===== src/reset_wake_pkg.sv =====
package reset_wake_pkg;

  // Two stages give the release edge a full cycle to settle before the core sees it.
  localparam int   RST_SYNC_STAGES   = 2;

  // Values held while reset is applied; the speed strap defaults to its pull-up level.
  localparam logic SPEED_STRAP_RESET = 1'b1;
  localparam logic CROSSOVER_RESET   = 1'b0;
  localparam logic FULL_DUPLEX_DFLT  = 1'b0;
  localparam logic WAKE_PENDING_RST  = 1'b0;
  localparam logic READ_DONE_RESET   = 1'b0;
  localparam logic OSC_OUT_RESET     = 1'b0;

  // Strap value that selects the fast link with autonegotiation on.
  localparam logic STRAP_SPEED_100   = 1'b1;

  typedef enum logic [1:0] {
    ST_STRAP,
    ST_RUN,
    ST_SLEEP
  } power_state_type;

endpackage


===== src/reset_release_sync.sv =====
`timescale 1ns/1ns
module reset_release_sync
  import reset_wake_pkg::*;
(
  input  wire logic clk,
  input  wire logic sys_rst,
  input  wire logic ext_reset_in_low,
  output logic      rst_core
);

  logic [RST_SYNC_STAGES-1:0] chain_r;
  logic                       rst_any;

  assign rst_any = sys_rst | ~ext_reset_in_low;

  always_ff @(posedge clk or posedge rst_any) begin
    if (rst_any) begin
      chain_r <= '1;
    end else begin
      chain_r <= {chain_r[RST_SYNC_STAGES-2:0], 1'b0};
    end
  end

  assign rst_core = chain_r[RST_SYNC_STAGES-1];

endmodule


===== src/reset_wake_strap_control.sv =====
`timescale 1ns/1ns
module reset_wake_strap_control
  import reset_wake_pkg::*;
(
  input  wire logic clk,
  input  wire logic sys_rst,
  input  wire logic ext_reset_in_low,
  input  wire logic ref_osc_in,
  output logic      ref_osc_out,
  input  wire logic chip_select_low,
  input  wire logic write_strobe_low,
  input  wire logic read_strobe_low,
  input  wire logic power_save_req,
  input  wire logic wake_event,
  input  wire logic wake_enable,
  input  wire logic wake_polarity_high,
  input  wire logic wake_open_drain,
  input  wire logic crossover_auto_enable_pin,
  input  wire logic speed_select_pin,
  output logic      core_reset,
  output logic      writes_unlocked,
  output logic      host_write_pulse,
  output logic      power_saving,
  output logic      wake_request_out,
  output logic      wake_request_oe,
  output logic      crossover_auto,
  output logic      link_speed_100,
  output logic      link_full_duplex,
  output logic      link_autoneg
);

  logic            rst_core;
  power_state_type state_r;
  power_state_type state_nxt;
  logic            wr_cycle_d_r;
  logic            rd_cycle_d_r;
  logic            read_done_r;
  logic            write_pulse_r;
  logic            wake_pending_r;
  logic            wake_level_r;
  logic            wake_oe_r;
  logic            wake_out_r;
  logic            speed_strap_r;
  logic            crossover_r;
  logic            speed_100_r;
  logic            autoneg_r;
  logic            osc_out_r;
  logic            sleep_r;
  logic            full_duplex_r;
  logic            write_cycle;
  logic            read_cycle;
  logic            write_start;
  logic            read_end;
  logic            wake_exit;

  // internal power-on reset backs up the external pin.
  reset_release_sync u_rst_sync (
    .clk              (clk),
    .sys_rst          (sys_rst),
    .ext_reset_in_low (ext_reset_in_low),
    .rst_core         (rst_core)
  );

  assign write_cycle = ~chip_select_low & ~write_strobe_low;
  assign read_cycle  = ~chip_select_low & ~read_strobe_low;
  assign write_start = write_cycle & ~wr_cycle_d_r;
  assign read_end    = ~read_cycle & rd_cycle_d_r;
  assign wake_exit   = (state_r == ST_SLEEP) & write_cycle;

  // crystal amplifier stage mirrored as a registered inverter.
  always_ff @(posedge clk or posedge rst_core) begin
    if (rst_core) begin
      osc_out_r <= OSC_OUT_RESET;
    end else begin
      osc_out_r <= ~ref_osc_in;
    end
  end

  always_ff @(posedge clk or posedge rst_core) begin
    if (rst_core) begin
      wr_cycle_d_r <= 1'b0;
      rd_cycle_d_r <= 1'b0;
    end else begin
      wr_cycle_d_r <= write_cycle;
      rd_cycle_d_r <= read_cycle;
    end
  end

  // write cycle is the only way out of sleep.
  always_comb begin
    state_nxt = state_r;
    case (state_r)
      ST_STRAP: begin
        state_nxt = ST_RUN;
      end
      ST_RUN: begin
        if (power_save_req) begin
          state_nxt = ST_SLEEP;
        end
      end
      ST_SLEEP: begin
        if (write_cycle) begin
          state_nxt = ST_RUN;
        end
      end
      default: begin
        state_nxt = ST_STRAP;
      end
    endcase
  end

  // all state returns to reset values while reset is held.
  always_ff @(posedge clk or posedge rst_core) begin
    if (rst_core) begin
      state_r <= ST_STRAP;
    end else begin
      state_r <= state_nxt;
    end
  end

  // registered sleep flag.
  // The flag is taken from the next state so the output needs no decode after the flop.
  always_ff @(posedge clk or posedge rst_core) begin
    if (rst_core) begin
      sleep_r <= 1'b0;
    end else begin
      sleep_r <= (state_nxt == ST_SLEEP);
    end
  end

  // read unlock, lost again on each wake.
  always_ff @(posedge clk or posedge rst_core) begin
    if (rst_core) begin
      read_done_r <= READ_DONE_RESET;
    end else if (read_end && state_r == ST_RUN) begin
      read_done_r <= 1'b1;
    end else if (wake_exit) begin
      read_done_r <= 1'b0;
    end
  end

  always_ff @(posedge clk or posedge rst_core) begin
    if (rst_core) begin
      write_pulse_r <= 1'b0;
    end else begin
      write_pulse_r <= write_start & read_done_r & (state_r == ST_RUN);
    end
  end

  // the pending wake flag never touches the power state.
  // Set wins over the clear so an event in the wake cycle is kept.
  always_ff @(posedge clk or posedge rst_core) begin
    if (rst_core) begin
      wake_pending_r <= WAKE_PENDING_RST;
    end else if (wake_event && wake_enable) begin
      wake_pending_r <= 1'b1;
    end else if (wake_exit) begin
      wake_pending_r <= 1'b0;
    end
  end

  // programmable polarity and push-pull or open-drain drive.
  always_ff @(posedge clk or posedge rst_core) begin
    if (rst_core) begin
      wake_level_r <= 1'b0;
      wake_out_r   <= 1'b0;
      wake_oe_r    <= 1'b0;
    end else begin
      wake_level_r <= wake_pending_r;
      if (wake_open_drain) begin
        wake_out_r <= 1'b0;
        wake_oe_r  <= ~(wake_pending_r ? wake_polarity_high : ~wake_polarity_high);
      end else begin
        wake_out_r <= wake_pending_r ? wake_polarity_high : ~wake_polarity_high;
        wake_oe_r  <= 1'b1;
      end
    end
  end

  always_ff @(posedge clk or posedge rst_core) begin
    if (rst_core) begin
      crossover_r <= CROSSOVER_RESET;
    end else begin
      crossover_r <= crossover_auto_enable_pin;
    end
  end

  // strap caught in the first cycle after release.
  // link speed and autonegotiation decoded from the pin in that same cycle; full duplex held at its default.
  always_ff @(posedge clk or posedge rst_core) begin
    if (rst_core) begin
      speed_strap_r <= SPEED_STRAP_RESET;
      speed_100_r   <= SPEED_STRAP_RESET;
      autoneg_r     <= SPEED_STRAP_RESET;
      full_duplex_r <= FULL_DUPLEX_DFLT;
    end else if (state_r == ST_STRAP) begin
      speed_strap_r <= speed_select_pin;
      full_duplex_r <= FULL_DUPLEX_DFLT;
      speed_100_r   <= (speed_select_pin == STRAP_SPEED_100);
      autoneg_r     <= (speed_select_pin == STRAP_SPEED_100);
    end
  end

  assign ref_osc_out      = osc_out_r;
  assign core_reset       = rst_core;
  assign writes_unlocked  = read_done_r;
  assign host_write_pulse = write_pulse_r;
  assign power_saving     = sleep_r;
  assign wake_request_out = wake_out_r;
  assign wake_request_oe  = wake_oe_r;
  assign crossover_auto   = crossover_r;
  assign link_speed_100   = speed_100_r;
  assign link_full_duplex = full_duplex_r;
  assign link_autoneg     = autoneg_r;
endmodule

===== config.mk =====
export PLATFORM = sky130hd
export DESIGN_NAME = reset_wake_strap_control
export DESIGN_NICKNAME = d
export VERILOG_FILES = /design/src/reset_wake_pkg.sv /design/src/reset_release_sync.sv /design/src/reset_wake_strap_control.sv
export SDC_FILE = /design/constraint.sdc
export NUM_CORES = 1
export LEC_CHECK = 0
export ABC_AREA = 0
export ABC_CLOCK_PERIOD_IN_PS = 800
export BUFFER_PORTS_ARGS = -buffer_cell sky130_fd_sc_hd__buf_4
export CAP_MARGIN = 25
export CORE_MARGIN = 10
export CORE_UTILIZATION = 39
export DETAILED_ROUTE_END_ITERATION = 8
export PLACE_DENSITY_LB_ADDON = 0.3
export SLEW_MARGIN = 20
export SYNTH_ARGS = -nofsm -noshare
export SYNTH_HDL_FRONTEND = slang
export SYNTH_HIERARCHICAL = 1
export SYNTH_SLANG_ARGS = --single-unit

===== constraint.sdc =====
create_clock -name clk -period 0.8 [get_ports clk]
set_input_delay 0.08 -clock clk [delete_from_list [all_inputs] [get_ports clk]]
set_output_delay 0.08 -clock clk [all_outputs]
set_load 0.005 [all_outputs]

**Yosys cells after proc, flatten, opt, wreduce, memory -nomap -nowiden**

Index checks and enable logic that the tools add are counted.

- Input bits: 14
- Logic and storage cells: 47
- Register bits after elaboration: 15

- Reduce and logical (&&, ||, !) cells: 5
- Equal/unequal tests: 3
- Muxes and demuxes: 9
- Bitwise logic cells: 17

Operators with widths:

| cell | number |
|---|---|
| 1-bit NOT | 9 |
| 1-bit AND | 7 |
| 1-bit 2-to-1 mux | 6 |
| 2-bit one-hot mux with 3 select lines | 1 |
| 2-bit equality test, second input constant | 2 |
| 2-bit 2-to-1 mux | 2 |
| 2-bit nonzero test | 2 |
| 2-bit by 1-bit equality test with 1-bit output, second input constant | 1 |
| 1-bit logical AND | 2 |
| 2-bit zero test | 1 |
| 1-bit OR | 1 |

**Logic depth before layout (Yosys ltp)**

- Depth in word-level cells: 6
- Gate-level depth with buffers: 3

**By module**

Netlist, hierarchy kept.

By module, submodules not included:

| module | area each (µm²) | cells each | times used |
|---|---|---|---|
| reset_wake_strap_control | 499.2 | 39 | 1 |
| reset_release_sync | 70.1 | 4 | 1 |

**Worst setup path before layout**

No wires, ideal clock.

- Kind: register to register
- Start: reg state_r[0]
- End: reg speed_100_r, in the netlist link_speed_100
- Cell stages (with the launch flop): 3
- Data arrival time: 0.835 ns
- Clock period less this slack: 0.917 ns
- Slack: -0.117 ns
- Path through: dfrtp_1 -> nor2_2 -> mux2_4

- Longest elaborated chain between the ends: 1

Ends and longest elaborated chain:

| element | RTL line | source |
|---|---|---|
| start: declaration | reset_wake_strap_control.sv:33 | `power_state_type state_r;` |
| start signal: assignment | reset_wake_strap_control.sv:117 | `state_r <= state_nxt;` |
| 2-bit zero test | reset_wake_strap_control.sv:196 | `end else if (state_r == ST_STRAP) begin` |
| end signal: assignment | reset_wake_strap_control.sv:199 | `speed_100_r <= (speed_select_pin == STRAP_SPEED_100);` |
| end: declaration | reset_wake_strap_control.sv:45 | `logic speed_100_r;` |

No other way between the ends.
A chain may end at the register's enable or synchronous reset.

==> impl_metrics.tcl <==
set metrics [dict create \
    outcome "complete, but fails checks" \
    failed_checks "negative setup slack" \
    grt_start_max_net_pins 10 \
    routing_layer_with_the_top_usage_in_global_route "met2" \
    sequential_area_share_after_synthesis 0.666 \
    cpLargestDelayFamily "flip-flops" \
    hold_path_startpoint "wake_enable" \
    required_ps 720 \
    pwr_density_cell_mw_per_mm2 2700 \
    grt_pass1_wl_mm 2.26 \
    fin_worst_skew_ps 9.94 \
    final_net_count 97 \
    core_mm2 0.00133 \
    grt_pass1_vias 495 \
    cp-start-kind "register" \
    placed_cells_incl_taps 85 \
    synthesis.nets 57 \
    clk_path_buf_depth 2 \
    dieArea_mm2 0.00339 \
    dp_hpwl_um 983 \
    synth.lib_cells_used.distinct 21 \
    finalCriticalPeriod_ps 1010 \
    final.period_utilization 1.27 \
    io_pins 25 \
    drive_gt1_frac 0.634 \
    end_kind "output pin" \
    die_height_um 58.2 \
    total_cts_buffers 3 \
    area_delta_synth_final_pct 71.4 \
    synth.cell_area_um2 569 \
    cp_slowest_stage_delay_ps 550 \
    synth.ff_latch_count 15 \
    crit_buf_inv 1 \
    postRouteAntennaNets 0 \
    detailedPlace.worstSlack_ps -148 \
    r2r-end "link_speed_100" \
    wirelength_mm 1.40 \
    worst-r2r-cell-count 2 \
    grt_overflow 0 \
    vias 436 \
    unrepaired_setup_endpoints_after_global_routing "true" \
    reg2reg_from "state_r[1]" \
    leakage_uw 0.000481 \
    worst_ep_arrival_time_ps 930 \
    start_util 0.427 \
    chipWidth_um 58.2 \
    h-tree-depth 1 \
    fin_tns_setup_ps -1860 \
    grt_util_met3 0.0414 \
    final_cells 97 \
    path_class "reg -> out" \
    final.setup.worst_slack_ps -214 \
    type_of_the_worst_min_delay_path "in -> reg" \
    post-synth-top-area-fraction 0.527 \
    cts_tree "done" \
    r2r_setup_slack_ps -160 \
    fmax_ghz 0.986 \
    worstHoldPathCells 2 \
    m1_gr_usage 0.0788 \
    clkTransAtPathRegs_ps 100 \
    globalplace.congestion 0.708 \
    first_iter_violations 8 \
    dr.pass1.iters 4 \
    hold_path_end "wake_pending_r" \
    worst_ir_drop_vdd_mv 1.51 \
    yosys_warnings 6 \
    global_route.usage.total 0.0859 \
    critPathMaxFanout 3 \
    tritoncts_num_sinks 15 \
    ctsRootBufferMaster "sky130_fd_sc_hd__clkbuf_4" \
    gr-usage-met2 0.155 \
    timing.max_cap.violations 0 \
    via_per_inst 4.49 \
    floorplan.rows 13 \
    synthDominantAreaCellType "sky130_fd_sc_hd__dfrtp_1" \
    post_synth_inst_count 43 \
    io_buffer_count 23 \
    cp_cell_sequence "buf_4" \
    critical_path.slowest_cell "sky130_fd_sc_hd__dfstp_2" \
    antenna_found_initial 0 \
    drt-wirelength-per-cell_um 14.4 \
    biggestRegsByFlops "state_r (2), u_rst_sync/chain_r (2)" \
    num_antenna_cells 0 \
    final_max_slew_viol_count 0 \
    clock_latency_of_the_later_clocked_register_in_the_worst_skew_pair_ps 280 \
    final_hold_viol_count 0 \
    synth.area.top_cells "sky130_fd_sc_hd__dfrtp_1 53%, sky130_fd_sc_hd__dfstp_2 14%, sky130_fd_sc_hd__o21ai_0 2.6%" \
    count_of_unresolved_drc_violations_after_routing 0 \
    post_synth.cell_area_avg_um2 13.2 \
    timing.final.setup_violations 17 \
]
metal layers:
metal,routed length (um),share of wire
met1,482,0.34
met2,812,0.58
met3,105,0.075
met4,0,0
met5,0,0
area by class of cell:
class	count	area [um^2]
Clock buffer	3	22.5
Clock inverter	1	5.00
Fill cell	87	358
Inverter	3	11.3
Multi-Input combinational cell	23	206
Sequential cell	15	382
Tap cell	15	18.8
Timing Repair Buffer	37	330
metrics by stage:
step                power [uW]  hold slack (ps)  cell area, um^2   util
detailed placement        1860              154              793  0.595
global placement          1840              151              793  0.595
CTS                       2520             16.4              942  0.706
floorplan                 1460             30.5              572      -
finish                    2640             20.2              976  0.732
global route              2810            0.202              976  0.732
synthesized netlist by cell type:
master and n:
sky130_fd_sc_hd__or2_2 1, sky130_fd_sc_hd__nor2_1 2, sky130_fd_sc_hd__mux2_4 1, sky130_fd_sc_hd__o21ai_1 1, sky130_fd_sc_hd__nand3b_1 2, sky130_fd_sc_hd__dfstp_2 3, sky130_fd_sc_hd__and2_1 1, sky130_fd_sc_hd__o21ai_0 3
sky130_fd_sc_hd__o21bai_1 1, sky130_fd_sc_hd__nand2_1 1, sky130_fd_sc_hd__inv_1 3, sky130_fd_sc_hd__nor2_2 2, sky130_fd_sc_hd__conb_1 2, sky130_fd_sc_hd__nor4b_2 1, sky130_fd_sc_hd__a22o_1 1, sky130_fd_sc_hd__nand2b_1 1
sky130_fd_sc_hd__nor2b_4 1, sky130_fd_sc_hd__dfrtp_1 12, sky130_fd_sc_hd__buf_4 2, sky130_fd_sc_hd__o211a_1 1, sky130_fd_sc_hd__xor2_1 1
how the worst max path moves through the flow:
stage / startpoint / cells after the start / endpoint
6_report: link_speed_100 / 1 / link_autoneg
5_1_grt: link_speed_100 / 1 / link_speed_100
4_1_cts: link_speed_100 / 1 / link_autoneg
3_5_place_dp: state_r[0] / 2 / wake_pending_r
3_3_place_gp: state_r[1] / 2 / link_speed_100
2_1_floorplan: state_r[1] / 2 / link_speed_100
what timing repair did:
item / in CTS / in global routing
setup buffers: 1 / 1
hold buffers: 6 / 0
gates resized for setup: 18 / 4
endpoints found under the setup margin: 18 / 18
endpoints found under the hold margin: 6 / 0
pin swaps: 1 / 2
cell usage in the layout (no fill, tap or decap):
master	netlist	routed
sky130_fd_sc_hd__o21bai_4	0	1
sky130_fd_sc_hd__o21ai_1	1	2
sky130_fd_sc_hd__dlygate4sd3_1	0	6
sky130_fd_sc_hd__xor2_1	1	1
sky130_fd_sc_hd__buf_4	2	21
sky130_fd_sc_hd__conb_1	2	2
sky130_fd_sc_hd__dfrtp_1	12	10
sky130_fd_sc_hd__nand2_2	0	1
sky130_fd_sc_hd__nor2b_4	1	1
sky130_fd_sc_hd__clkinv_2	0	1
sky130_fd_sc_hd__o21ai_2	0	2
sky130_fd_sc_hd__nand2b_4	0	1
sky130_fd_sc_hd__or2_4	0	1
sky130_fd_sc_hd__nor2_1	2	1
sky130_fd_sc_hd__inv_1	3	3
sky130_fd_sc_hd__mux2_4	1	1
sky130_fd_sc_hd__nor2_2	2	3
sky130_fd_sc_hd__dfrtp_2	0	2
sky130_fd_sc_hd__and2_1	1	1
sky130_fd_sc_hd__nor4b_4	0	1
sky130_fd_sc_hd__nand3b_1	2	2
sky130_fd_sc_hd__buf_6	0	10
sky130_fd_sc_hd__clkbuf_4	0	3
sky130_fd_sc_hd__o211a_1	1	1
sky130_fd_sc_hd__a22o_1	1	1
sky130_fd_sc_hd__dfstp_2	3	3
cell families (layout without fill, tap and decap cells):
kind of cell / Yosys count / in the layout / synth area share
AO/OA/AOI/OAI: 7 / 7 / 0.0813
AND/OR/NAND/NOR: 12 / 12 / 0.152
other: 2 / 2 / 0.0132
flip-flops: 15 / 15 / 0.666
XOR/XNOR: 1 / 1 / 0.0154
buffers and inverters: 5 / 44 / 0.0461
multiplexers: 1 / 1 / 0.0264
where the power goes:
part	switching, uW	total [uW]	leakage [uW]	internal, uW
sequential	211	1180	0.000175	969
combinational	325	1030	0.000289	704
clock	245	430	0.0000177	185
No activity file was read; power rests on OpenSTA's default activity.
